`src/common/mcsd_pkg.sv`:
```
package mcsd_pkg;
   // widths of the processor address and of the control-block registers
   localparam int ADDR_W = 20;
   localparam int DATA_W = 16;
   localparam int OFS_W = 8;
   localparam int READY_W = 3;
   localparam int MID_SIZE_W = 7;

   // control-block offsets of the four region registers
   localparam logic [7:0] OFS_UPPER_CFG = 8'hA0;
   localparam logic [7:0] OFS_LOWER_CFG = 8'hA2;
   localparam logic [7:0] OFS_MID_BASE = 8'hA6;
   localparam logic [7:0] OFS_MID_SIZE = 8'hA8;

   // values after reset
   localparam logic [15:0] UPPER_CFG_RESET = 16'hFFFB;
   localparam logic [15:0] CFG_CLEAR = 16'h0000;

   // field positions
   localparam int LIMIT_LSB = 6;
   localparam int MID_BASE_LSB = 9;
   localparam int MID_SIZE_LSB = 8;
   localparam int MID_ADDR_LSB = 13;
   localparam int QUARTER_LSB = 11;
   localparam int ADDR_HI_LSB = 4;
   localparam int READY_WAIT_MSB = 1;
   localparam int READY_IGNORE_EXT = 2;

   // fill of the six low limit bits for each compare
   localparam logic [5:0] UPPER_FILL = 6'h00;
   localparam logic [5:0] LOWER_FILL = 6'h3F;

   // smallest mid-range block, 8K, as a byte count; minus one gives its offset mask
   localparam logic [19:0] MID_MIN_BLOCK = 20'h02000;
   localparam logic [19:0] ONE_ADDR = 20'h00001;

   // ready mode used when no region is hit: no waits, external ready
   localparam logic [2:0] NO_REGION_MODE = 3'h0;
   localparam logic [3:0] MID_ALL_OFF = 4'hF;
   localparam logic [3:0] MID_LINE0 = 4'h1;
   localparam logic [1:0] WAIT_NONE = 2'h0;
   localparam logic [1:0] WAIT_ONE = 2'h1;
endpackage

```
`src/core/mcsd_core.sv`:
```
`timescale 1ns/1ps
// How it works
// - selects follow every memory cycle in range, CPU or DMA alike.
// - six select outputs: one upper, one lower, four mid-range.
// - sizes are powers of two, 2K-128K; upper and lower add 1K, 256K.
// - upper region always ends at the top; only its floor is set.
// - upper register at A0H, bits 6-15 give the region start.
// - after reset the upper region is 1K and live at once.
// - upper select when address bits 19-4 >= register with low six zero.
// - lower register at A2H, region from zero, bits 6-15 give limit.
// - lower select stays off until its register is first accessed.
// - lower select when address bits 19-4 <= register with low six ones.
// - one-hot bits 8-14 at A8H set mid block, 8K up to 512K.
// - mid block split in four quarters, line zero lowest.
// - mid base at A6H, bits 15-9 give address bits 19-13.
// - mid selects stay off until both mid registers are accessed.
// - each region's ready field sets its waits; mid base covers all four.
// - upper register leaves reset as FFFBH: 1K, three waits, ext ready.
// - ready bits 1-0 give waits; bit 2 set ignores external ready.
// - internal and external waits overlap; the longer one counts.
// - all selects high while reset is applied.
module mcsd_core (
   // clock and reset
   input  wire logic        clk_sys_in,
   input  wire logic        rst_in,
   // bus cycle from the CPU or the DMA unit
   input  wire logic [19:0] address_in,
   input  wire logic        mem_cycle_in,
   input  wire logic        ext_ready_in,
   // control-block register port
   input  wire logic [7:0]  reg_offset_in,
   input  wire logic        reg_write_in,
   input  wire logic        reg_read_in,
   input  wire logic [15:0] reg_wdata_in,
   output logic [15:0]      reg_rdata_out,
   // memory selects, active low
   output logic             upper_region_select_n_out,
   output logic             lower_region_select_n_out,
   output logic [3:0]       mid_region_select_n_out,
   // ready towards the bus unit
   output logic [2:0]       ready_mode_field_out,
   output logic             bus_ready_out
);
   logic [15:0] upper_region_config;
   logic [15:0] lower_region_config;
   logic [15:0] mid_region_base;
   logic [15:0] mid_region_size;
   logic        lower_accessed;
   logic        base_accessed;
   logic        size_accessed;
   logic        cycle_seen;
   logic        start_pulse;

   // returns the mask of offset bits inside the mid-range block
   function automatic logic [19:0] mid_block_mask(
      input logic [6:0] size_field
   );
      logic [19:0] mask;
      mask = '0;
      for (int k = 0; k < mcsd_pkg::MID_SIZE_W; k++) begin
         if (size_field[k]) begin
            mask = (mcsd_pkg::MID_MIN_BLOCK << k) - mcsd_pkg::ONE_ADDR;
         end
      end
      return mask;
   endfunction

   // returns which quarter of the mid block an address falls in
   function automatic logic [1:0] mid_quarter(
      input logic [19:0] addr,
      input logic [6:0]  size_field
   );
      logic [1:0] q;
      q = '0;
      for (int k = 0; k < mcsd_pkg::MID_SIZE_W; k++) begin
         if (size_field[k]) begin
            q = addr[mcsd_pkg::QUARTER_LSB + k +: 2];
         end
      end
      return q;
   endfunction

   // register port decode
   wire hit_upper = (reg_offset_in == mcsd_pkg::OFS_UPPER_CFG);
   wire hit_lower = (reg_offset_in == mcsd_pkg::OFS_LOWER_CFG);
   wire hit_base = (reg_offset_in == mcsd_pkg::OFS_MID_BASE);
   wire hit_size = (reg_offset_in == mcsd_pkg::OFS_MID_SIZE);
   wire reg_touch = reg_write_in | reg_read_in;

   wire [15:0] next_rdata = hit_upper ? upper_region_config
                          : hit_lower ? lower_region_config
                          : hit_base ? mid_region_base
                          : hit_size ? mid_region_size
                          : 16'h0000;

   // address decode
   wire [15:0] addr_hi = address_in[19:mcsd_pkg::ADDR_HI_LSB];
   wire [15:0] upper_floor =
      {upper_region_config[15:mcsd_pkg::LIMIT_LSB], mcsd_pkg::UPPER_FILL};
   wire [15:0] lower_ceiling =
      {lower_region_config[15:mcsd_pkg::LIMIT_LSB], mcsd_pkg::LOWER_FILL};
   wire        upper_hit = (addr_hi >= upper_floor);
   wire        lower_hit = lower_accessed
                         & (addr_hi <= lower_ceiling);

   wire [6:0]  size_field =
      mid_region_size[mcsd_pkg::MID_SIZE_LSB +: mcsd_pkg::MID_SIZE_W];
   wire [19:0] mid_base_addr =
      {mid_region_base[15:mcsd_pkg::MID_BASE_LSB],
       {mcsd_pkg::MID_ADDR_LSB{1'b0}}};
   wire [19:0] mid_mask = mid_block_mask(size_field);
   wire        mid_in_block =
      ((address_in & ~mid_mask) == (mid_base_addr & ~mid_mask));
   wire        mid_hit = base_accessed & size_accessed & mid_in_block;
   wire [1:0]  quarter = mid_quarter(address_in, size_field);

   // selects follow the cycle regardless of who owns the bus
   wire       next_upper_n = ~(mem_cycle_in & upper_hit);
   wire       next_lower_n = ~(mem_cycle_in & lower_hit);
   wire [3:0] next_mid_n = (mem_cycle_in & mid_hit)
                         ? ~(mcsd_pkg::MID_LINE0 << quarter)
                         : mcsd_pkg::MID_ALL_OFF;

   // ranges never overlap, so this priority only matters for bad setups
   wire [2:0] next_mode = upper_hit ? upper_region_config[2:0]
                        : lower_hit ? lower_region_config[2:0]
                        : mid_hit ? mid_region_base[2:0]
                        : mcsd_pkg::NO_REGION_MODE;
   assign start_pulse = mem_cycle_in & ~cycle_seen;

   // region registers; the upper one comes up as a live 1K region
   always_ff @(posedge clk_sys_in or posedge rst_in) begin
      if (rst_in) begin
         upper_region_config <= mcsd_pkg::UPPER_CFG_RESET;
         lower_region_config <= mcsd_pkg::CFG_CLEAR;
         mid_region_base <= mcsd_pkg::CFG_CLEAR;
         mid_region_size <= mcsd_pkg::CFG_CLEAR;
      end else if (reg_write_in) begin
         if (hit_upper) upper_region_config <= reg_wdata_in;
         if (hit_lower) lower_region_config <= reg_wdata_in;
         if (hit_base) mid_region_base <= reg_wdata_in;
         if (hit_size) mid_region_size <= reg_wdata_in;
      end
   end

   // a read counts as an access as well as a write
   always_ff @(posedge clk_sys_in or posedge rst_in) begin
      if (rst_in) begin
         lower_accessed <= 1'b0;
         base_accessed <= 1'b0;
         size_accessed <= 1'b0;
      end else begin
         if (reg_touch & hit_lower) lower_accessed <= 1'b1;
         if (reg_touch & hit_base) base_accessed <= 1'b1;
         if (reg_touch & hit_size) size_accessed <= 1'b1;
      end
   end

   always_ff @(posedge clk_sys_in or posedge rst_in) begin
      if (rst_in) begin
         reg_rdata_out <= 16'h0000;
      end else if (reg_read_in) begin
         reg_rdata_out <= next_rdata;
      end
   end

   // selects are registered so they never glitch between addresses
   always_ff @(posedge clk_sys_in or posedge rst_in) begin
      if (rst_in) begin
         upper_region_select_n_out <= 1'b1;
         lower_region_select_n_out <= 1'b1;
         mid_region_select_n_out <= mcsd_pkg::MID_ALL_OFF;
      end else begin
         upper_region_select_n_out <= next_upper_n;
         lower_region_select_n_out <= next_lower_n;
         mid_region_select_n_out <= next_mid_n;
      end
   end

   // the ready mode is frozen for the whole cycle once it starts
   always_ff @(posedge clk_sys_in or posedge rst_in) begin
      if (rst_in) begin
         cycle_seen <= 1'b0;
         ready_mode_field_out <= mcsd_pkg::NO_REGION_MODE;
      end else begin
         cycle_seen <= mem_cycle_in;
         if (start_pulse) ready_mode_field_out <= next_mode;
      end
   end

   logic start_q;
   always_ff @(posedge clk_sys_in or posedge rst_in) begin
      if (rst_in) begin
         start_q <= 1'b0;
      end else begin
         start_q <= start_pulse;
      end
   end

   mcsd_wait_gen u_wait (
      .clk_sys_in   (clk_sys_in),
      .rst_in       (rst_in),
      .start_in     (start_q),
      .mode_in      (ready_mode_field_out),
      .ext_ready_in (ext_ready_in),
      .ready_out    (bus_ready_out)
   );

   // checks
   a_reset_idle: assert property (
      @(posedge clk_sys_in)
      rst_in |-> upper_region_select_n_out && lower_region_select_n_out
                 && mid_region_select_n_out == 4'hF)
      else $error("select active during reset");
   a_upper_reset: assert property (
      @(posedge clk_sys_in)
      $fell(rst_in) |-> upper_region_config == 16'hFFFB)
      else $error("upper register wrong after reset");
   a_upper_sel: assert property (
      @(posedge clk_sys_in) disable iff (rst_in)
      mem_cycle_in && address_in[19:4] >=
         {upper_region_config[15:6], 6'h00}
      |=> !upper_region_select_n_out)
      else $error("upper select missed");
   a_upper_below: assert property (
      @(posedge clk_sys_in) disable iff (rst_in)
      mem_cycle_in && address_in[19:4] < {upper_region_config[15:6], 6'h00}
      |=> upper_region_select_n_out)
      else $error("upper select below its floor");
   a_upper_write: assert property (
      @(posedge clk_sys_in) disable iff (rst_in)
      reg_write_in && reg_offset_in == 8'hA0
      |=> upper_region_config == $past(reg_wdata_in))
      else $error("upper register write lost");
   a_lower_gate: assert property (
      @(posedge clk_sys_in) disable iff (rst_in)
      !lower_accessed |=> lower_region_select_n_out)
      else $error("lower select before access");
   a_lower_sel: assert property (
      @(posedge clk_sys_in) disable iff (rst_in)
      mem_cycle_in && lower_accessed && address_in[19:4] <=
         {lower_region_config[15:6], 6'h3F}
      |=> !lower_region_select_n_out)
      else $error("lower select missed");
   a_lower_above: assert property (
      @(posedge clk_sys_in) disable iff (rst_in)
      mem_cycle_in && address_in[19:4] > {lower_region_config[15:6], 6'h3F}
      |=> lower_region_select_n_out)
      else $error("lower select above its limit");
   a_lower_read: assert property (
      @(posedge clk_sys_in) disable iff (rst_in)
      reg_read_in && reg_offset_in == 8'hA2
      |=> reg_rdata_out == $past(lower_region_config))
      else $error("lower register read wrong");
   a_mid_gate: assert property (
      @(posedge clk_sys_in) disable iff (rst_in)
      !(base_accessed && size_accessed)
      |=> mid_region_select_n_out == 4'hF)
      else $error("mid select before both accesses");
   a_mid_quarter: assert property (
      @(posedge clk_sys_in) disable iff (rst_in)
      mem_cycle_in && mid_hit
      |=> $countones(~mid_region_select_n_out) == 1
          && !mid_region_select_n_out[$past(quarter)])
      else $error("mid quarter wrong");
   a_mid_outside: assert property (
      @(posedge clk_sys_in) disable iff (rst_in)
      mem_cycle_in && !mid_in_block
      |=> mid_region_select_n_out == 4'hF)
      else $error("mid select outside its block");
   a_mid_size_write: assert property (
      @(posedge clk_sys_in) disable iff (rst_in)
      reg_write_in && reg_offset_in == 8'hA8
      |=> mid_region_size == $past(reg_wdata_in))
      else $error("mid size write lost");
   a_outside_off: assert property (
      @(posedge clk_sys_in) disable iff (rst_in)
      !mem_cycle_in || !(upper_hit || lower_hit || mid_hit)
      |=> upper_region_select_n_out && lower_region_select_n_out
          && mid_region_select_n_out == 4'hF)
      else $error("select active outside regions");
   a_mode_upper: assert property (
      @(posedge clk_sys_in) disable iff (rst_in)
      start_pulse && upper_hit
      |=> ready_mode_field_out == $past(upper_region_config[2:0]))
      else $error("upper ready mode not applied");
   a_mode_lower: assert property (
      @(posedge clk_sys_in) disable iff (rst_in)
      start_pulse && lower_hit && !upper_hit
      |=> ready_mode_field_out == $past(lower_region_config[2:0]))
      else $error("lower ready mode not applied");
   a_mode_mid: assert property (
      @(posedge clk_sys_in) disable iff (rst_in)
      start_pulse && mid_hit && !upper_hit && !lower_hit
      |=> ready_mode_field_out == $past(mid_region_base[2:0]))
      else $error("mid ready mode not applied");
   a_mode_held: assert property (
      @(posedge clk_sys_in) disable iff (rst_in)
      mem_cycle_in && !start_pulse
      |=> $stable(ready_mode_field_out))
      else $error("ready mode changed inside a cycle");

   c_upper: cover property (@(posedge clk_sys_in) disable iff (rst_in)
      !upper_region_select_n_out);
   c_lower: cover property (@(posedge clk_sys_in) disable iff (rst_in)
      !lower_region_select_n_out);
   c_mid_top: cover property (@(posedge clk_sys_in) disable iff (rst_in)
      !mid_region_select_n_out[3]);
endmodule

```
`src/core/mcsd_wait_gen.sv`:
```
`timescale 1ns/1ps
module mcsd_wait_gen (
   // clock and reset
   input  wire logic       clk_sys_in,
   input  wire logic       rst_in,
   // cycle start and mode of the selected region
   input  wire logic       start_in,
   input  wire logic [2:0] mode_in,
   input  wire logic       ext_ready_in,
   // combined ready
   output logic            ready_out
);
   logic [1:0] count;
   logic [1:0] next_count;
   logic       next_ready;
   logic       waits_done;

   // internal waits run in parallel with external ready, so the longer wins
   assign next_count = start_in ? mode_in[mcsd_pkg::READY_WAIT_MSB:0]
                     : (count != mcsd_pkg::WAIT_NONE)
                       ? count - mcsd_pkg::WAIT_ONE
                       : mcsd_pkg::WAIT_NONE;
   assign waits_done = (next_count == mcsd_pkg::WAIT_NONE);
   assign next_ready = waits_done
                     & (mode_in[mcsd_pkg::READY_IGNORE_EXT]
                        | ext_ready_in);

   always_ff @(posedge clk_sys_in or posedge rst_in) begin
      if (rst_in) begin
         count <= mcsd_pkg::WAIT_NONE;
         ready_out <= 1'b0;
      end else begin
         count <= next_count;
         ready_out <= next_ready;
      end
   end

   a_wait_three: assert property (
      @(posedge clk_sys_in) disable iff (rst_in)
      start_in && mode_in == 3'h7 |=> !ready_out [*3] ##1 ready_out)
      else $error("three internal waits not honoured");
   a_ext_holds: assert property (
      @(posedge clk_sys_in) disable iff (rst_in)
      !mode_in[2] && !ext_ready_in && !start_in |=> !ready_out)
      else $error("ready given while external ready low");
   c_ext_stretch: cover property (@(posedge clk_sys_in) disable iff (rst_in)
      start_in && mode_in == 3'h1 ##1 !ready_out [*3] ##1 ready_out);
endmodule

```
`config.mk`:
```
export PLATFORM = sky130hd
export DESIGN_NAME = mcsd_core
export DESIGN_NICKNAME = d
export VERILOG_FILES = /design/src/common/mcsd_pkg.sv /design/src/core/mcsd_core.sv /design/src/core/mcsd_wait_gen.sv
export SDC_FILE = /design/constraint.sdc
export NUM_CORES = 1
export LEC_CHECK = 0
export BUFFER_PORTS_ARGS = -buffer_cell sky130_fd_sc_hd__clkbuf_2
export CORE_MARGIN = 4
export CORE_UTILIZATION = 30
export DETAILED_ROUTE_END_ITERATION = 10
export PLACE_DENSITY = 0.56
export SETUP_SLACK_MARGIN = 0.3
export SYNTH_ARGS = -nofsm -noshare
export SYNTH_HDL_FRONTEND = slang
export SYNTH_SLANG_ARGS = --single-unit
```
`constraint.sdc`:
```
create_clock -name clk_sys_in -period 2.64 [get_ports clk_sys_in]
set_input_delay 0.132 -clock clk_sys_in [delete_from_list [all_inputs] [get_ports clk_sys_in]]
set_output_delay 0.132 -clock clk_sys_in [all_outputs]
set_load 0.05 [all_outputs]
```
## Yosys cells after proc, flatten, opt, wreduce, memory -nomap -nowiden

Cells that the tools add are included.

| storage, ports and cells | value |
|---|---|
| logic and storage cells | 75 |
| output and inout port bits | 26 |
| input bits | 50 |
| flip-flop bits (word level) | 97 |

| cells by class | value |
|---|---|
| reduce and logical (&&, ||, !) cells | 6 |
| bitwise logic cells | 20 |
| multiplexer cells | 24 |
| add/subtract/negate cells | 1 |
| magnitude comparators | 2 |
| shifts and indexed selects | 1 |
| equality and inequality tests | 5 |

Operators by type and width:

| cell | count |
|---|---|
| two-way mux 20 bit | 6 |
| two-way mux 16 bit | 4 |
| AND 20 bit | 2 |
| equality test 8 bit, second input constant | 4 |
| equality test 20 bit | 1 |
| NOT 20 bit | 1 |
| two-way mux 2 bit | 9 |
| >= comparator 16 bit | 1 |
| less-or-equal comparator 16 bit | 1 |
| two-way mux 13 bit | 1 |
| AND 1 bit | 11 |
| two-way mux 3 bit | 3 |
| AND reduction 2 bit | 4 |
| two-way mux 4 bit | 1 |
| NOT 4 bit | 1 |
| << shifter 1 x 2 -> 4 bit, first input constant | 1 |
| NOT 1 bit | 3 |
| logical NOT 2 bit | 1 |
| bitwise OR 1 bit | 2 |
| nonzero test 2 bit | 1 |
| subtractor 2 x 1 -> 2 bit, second input constant | 1 |

## Logic depth before layout (Yosys ltp)

| logic depth | value |
|---|---|
| word-level depth | 14 |
| mapped depth | 8 |
| depth with buffers taken out | 8 |

## By module

A second synthesis with hierarchy kept.

| second synthesis, totals | value |
|---|---|
| cell total of the unflattened synthesis | 461 |
| area total of the unflattened synthesis | 5012.3 µm² |

By module, submodules not included:

| module | sequential area each (µm²) | times used | area an instance (µm²) | cells each |
|---|---|---|---|---|
| mcsd_core | 2378.5 | 1 | 4884.7 | 449 |
| mcsd_wait_gen | 75.1 | 1 | 127.6 | 12 |

## Worst setup path before layout

Ideal clock, no wire load.

| path | value |
|---|---|
| kind | reg2reg |
| start | register upper_region_config[13] |
| end | register ready_mode_field_out[0] |
| buffers on the path | 0 |
| clock period less this slack | 2273 ps |
| setup slack | 367 ps |
| setup time | 70 ps |
| arrival | 2203 ps |
| stages on the path, launching flop included | 8 |
| data required time | 2570 ps |
| cells stage by stage | dfstp_2 inv_1 ha_1 a21o_1 a21o_1 a2111oi_4 or4b_1 nand3_1 |

| between the ends | value |
|---|---|
| cells in the longest elaborated chain, start to end | 2 |

RTL lines:

| what | line | text |
|---|---|---|
| start: declaration | mcsd_core.sv:44 | `logic [15:0] upper_region_config;` |
| start signal: assignment | mcsd_core.sv:134 | `upper_region_config <= mcsd_pkg::UPPER_CFG_RESET;` |
| start signal: assignment | mcsd_core.sv:139 | `if (hit_upper) upper_region_config <= reg_wdata_in;` |
| >= comparator 16 bit | mcsd_core.sv:102 | `wire upper_hit = (addr_hi >= upper_floor);` |
| two-way mux 3 bit | mcsd_core.sv:125 | `wire [2:0] next_mode = upper_hit ? upper_region_config[2:0]` |
| end signal: assignment | mcsd_core.sv:184 | `ready_mode_field_out <= mcsd_pkg::NO_REGION_MODE;` |
| end signal: assignment | mcsd_core.sv:187 | `if (start_pulse) ready_mode_field_out <= next_mode;` |
| end: declaration | mcsd_core.sv:41 | `output logic [2:0] ready_mode_field_out,` |

Every way passes these cells.
A chain may end at the register's enable or synchronous reset.

## Final worst setup path

| path | value |
|---|---|
| start | register upper_region_config[13] |
| end | register ready_mode_field_out[2] |

Same word-level chain as after synthesis.

==> impl_results.md <==
- Final Cycle Share: 84.8%
- Clk pwr share: 38.5%
- # setup viols final: 0
- Placer congestion estimate: 0.842
- Vias/cell: 5.02
- Critical Path Sink Type: flop
- Net Switching: 0.000847 W
- WL/cell: 17.8 um
- Ports: 76
- Number of diodes: 0
- Initial Util: 31.0%
- Post-CTS setup buffers: 0
- Worst setup SP type: flop
- Multi-input gate area: 2290 um2
- Syn avg cell area: 10.7 um2
- Seq/Total Area, Yosys: 49.3%
- P_int: 0.00241 W
- Post-route ant nets: 0
- Sw Ratio: 26.0%
- Asr flop ratio synth: 100%
- Number of synthesized flops with an enable pin: 0
- CTS buffer count: 9
- DP Wirelength: 9500 um
- Clock skew: 6.26 ps
- Peak supply drop: 0.000313 V
- DRC violations left: 0
- Post-Layout Inst Area: 5990 um2
- Worst-margin pin slew: 797 ps
- Filler Cells Inserted: 1582
- Area Growth Syn to Fin: 20.3%
- Worst Hold Class: in2reg
- Worst relative slew slack: 46.9%
- Status: completed
- IO Port Bufs: 75
- DP Area: 5660 um2
- Vias: 3842
- Distinct cells, synth: 46
- Largest net degree at the start of global routing: 71
- Total wire length: 13600 um
- Final min period: 2240 ps
- Pwr Density: 543 nW/um2
- Synth Flop Type: dfrtp_1
- MaxCap Viol Count: 0
- Clk pin slew, worst setup/hold paths: 70 ps
- Post-Syn Area: 4980 um2
- Total power: 0.00326 W
- Die X: 137 um
- Std-Cell Core Area: 16100 um2
- Dpl cells: 747
- GRT overflow: 0
- CP Data Arrival Time: 2530 ps
- Layout Nets: 614
- Syn_nets: 536
- CTS tree: done
- Initial antenna violation count: 0
- Row count: 46
- Number of max-slew violations in the final report: 0
- Data required time of the critical path: 2930 ps
- Die height: 137 um
- Lkg Pwr: 2.73 nW
- Setup TNS Final: 0 ps
- Tightest hold margin: 30.4 ps
- Worst-Skew Late Latency: 350 ps
- Setup CP Type: reg2reg
- Vias in the first global route: 4170
- Footprint of the flip-flops and latches: 2450 um2
- Cells after synthesis: 466
- Die Area: 18700 um2
- YS warnings: 0
- RSZ-0062 raised after global routing: false
- Root Buffer: clkbuf_16
- Max H-tree Level: 3
- CTS sink cnt: 97
- Worst Path Max Fanout: 4
- 1st-iter DRT viols: 274
- Logic pwr share: 12.0%
- Tot GR Track Use: 15.2%
- Global-route wire length before repair: 21800 um
- Initial DRT Pass Iterations: 4
- Ratio of cells with drive above 1 in the final layout: 35.0%
- Final count of hold timing violations: 0
- CTS max path bufs: 2
- Synth Register Bits: 97
- Max Clock Freq: 0.447 GHz
- Cell Count, Final, Fillers Out: 765
- Sequential power share: 49.5%
[flip-flops by register name (all words and copies together), names as in the netlist, 2 cells and up]
name,count
lower_region_config,16
mid_region_base,16
ready_mode_field_out,3
u_wait.count,2
mid_region_select_n_out,4
reg_rdata_out,16
mid_region_size,16
upper_region_config,16
[cells in the final DEF, fill, tap and decap left out, types with 3 or more instances in the layout]
cell type  netlist  layout
o22ai_1          6       6
and3_1           3       3
inv_1           44      43
mux2_2          55      55
clkbuf_2         0      75
o21ai_0         36      36
o2111ai_1        3       3
buf_4            0      12
a21oi_1         25      23
o21a_1           3       3
clkbuf_16        0       9
a2bb2oi_1        3       3
dfrtp_1         76      76
xnor2_1          7       7
nand2b_1         3       3
nor2_1          16      16
nor2b_1          9       9
nand4_1          5       5
dfstp_2         21      21
nor4_1           5       4
a22oi_1         16      16
o211ai_1         8       8
nand3_1          7       7
nor3_1           5       5
o221ai_1        10      10
nand2_1         27      27
a21o_1           6       6
ha_1            20      19
[worst paths after layout]
check,from,end,slack [ps],cells after the start
setup / recovery,upper_region_config[13],ready_mode_field_out[2],400,7
hold / removal,reg_wdata_in[9],lower_region_config[9],30,3
setup reg to reg,upper_region_config[13],ready_mode_field_out[2],400,7
hold reg to reg,lower_accessed,lower_region_select_n_out,430,1
max in group asynchronous,rst_in,upper_region_config[1],1420,4
min in group asynchronous,rst_in,lower_region_config[6],410,3
[cell type report]
class / count / area share, %
Clock buffer: 12 / 4.28
Multi-Input combinational cell: 301 / 38.2
Tap cell: 216 / 4.51
Sequential cell: 97 / 41.0
Inverter: 44 / 2.82
Timing Repair Buffer: 91 / 8.77
Clock inverter: 4 / 0.439
[synthesized netlist by cell type (all sizes together) (2+ instances only)]
cell,number,area (um2)
nand3b,2,15.0
a221o,2,20.0
nor2,17,66.3
mux2,55,619
o211ai,8,60.1
nand2b,3,18.8
inv,44,165
a22oi,16,120
xnor2,7,61.3
a221oi,2,17.5
o21a,3,22.5
and3,3,18.8
or4b,3,30.0
nand4,5,31.3
dfrtp,76,1900
nor4,5,31.3
a21o,6,45.0
o2111ai,3,26.3
and3b,2,17.5
a2bb2oi,3,26.3
nand2,28,108
nand3,8,45.0
a21oi,25,125
buf,6,33.8
nor3,5,25.0
o221ai,10,87.6
clkbuf,18,67.6
o21ai,36,180
dfstp,21,552
o22ai,6,37.5
nor2b,10,65.1
ha,20,250
[metrics by stage]
stage | utilization (%) | worst slack (ps)
finish | 37.3 | 402
global route | 37.3 | 306
CTS | 37.1 | 358
detailed placement | 35.2 | 372
global placement | 35.2 | 407
floorplan | - | 367
[what timing repair did]
action	CTS	global route
endpoints found under the hold margin	22	0
gates resized for setup	0	5
hold buffers	2	0
setup endpoints to repair	0	3
[cells by family (layout without fill, tap and decap cells)]
family	after synthesis	in the layout	share of synthesized area (%)
simple gates	93	93	9.85
buf+inv	68	151	5.35
fa+ha+maj	20	20	5.03
xor+xnor	7	7	1.23
flops	97	97	49.3
compound gates	125	125	16.6
mux	56	56	12.6
[worst max-delay path: stages, from the launching register on]
cell and delay (ps):
dfstp_2 540, inv_1 40, ha_1 280, a21o_1 160, a21o_1 200, a2111oi_4 370
or4b_4 500, nand3_1 90
[metal layers]
layer	part of all wire (%)	up-vias	track usage (%)	wire length (um)
met5	0	-	0	0
met4	1.7	0	4.99	228
met3	6.2	24	4.93	842
met2	45	105	24.0	6140
met1	47	1879	19.9	6370
li1	-	1834	-	-
[power groups by stage]
stage / Clock [W] / Sequential (W) / Combinational, W
after floorplan: 0 / 0.00165 / 0.000217
after global placement: 0 / 0.00163 / 0.000376
after detailed placement: 0 / 0.00164 / 0.000386
after CTS: 0.00130 / 0.00161 / 0.000390
after global routing: 0.00137 / 0.00162 / 0.000432
final: 0.00125 / 0.00161 / 0.000389
Power figures use the tool's default switching activity.
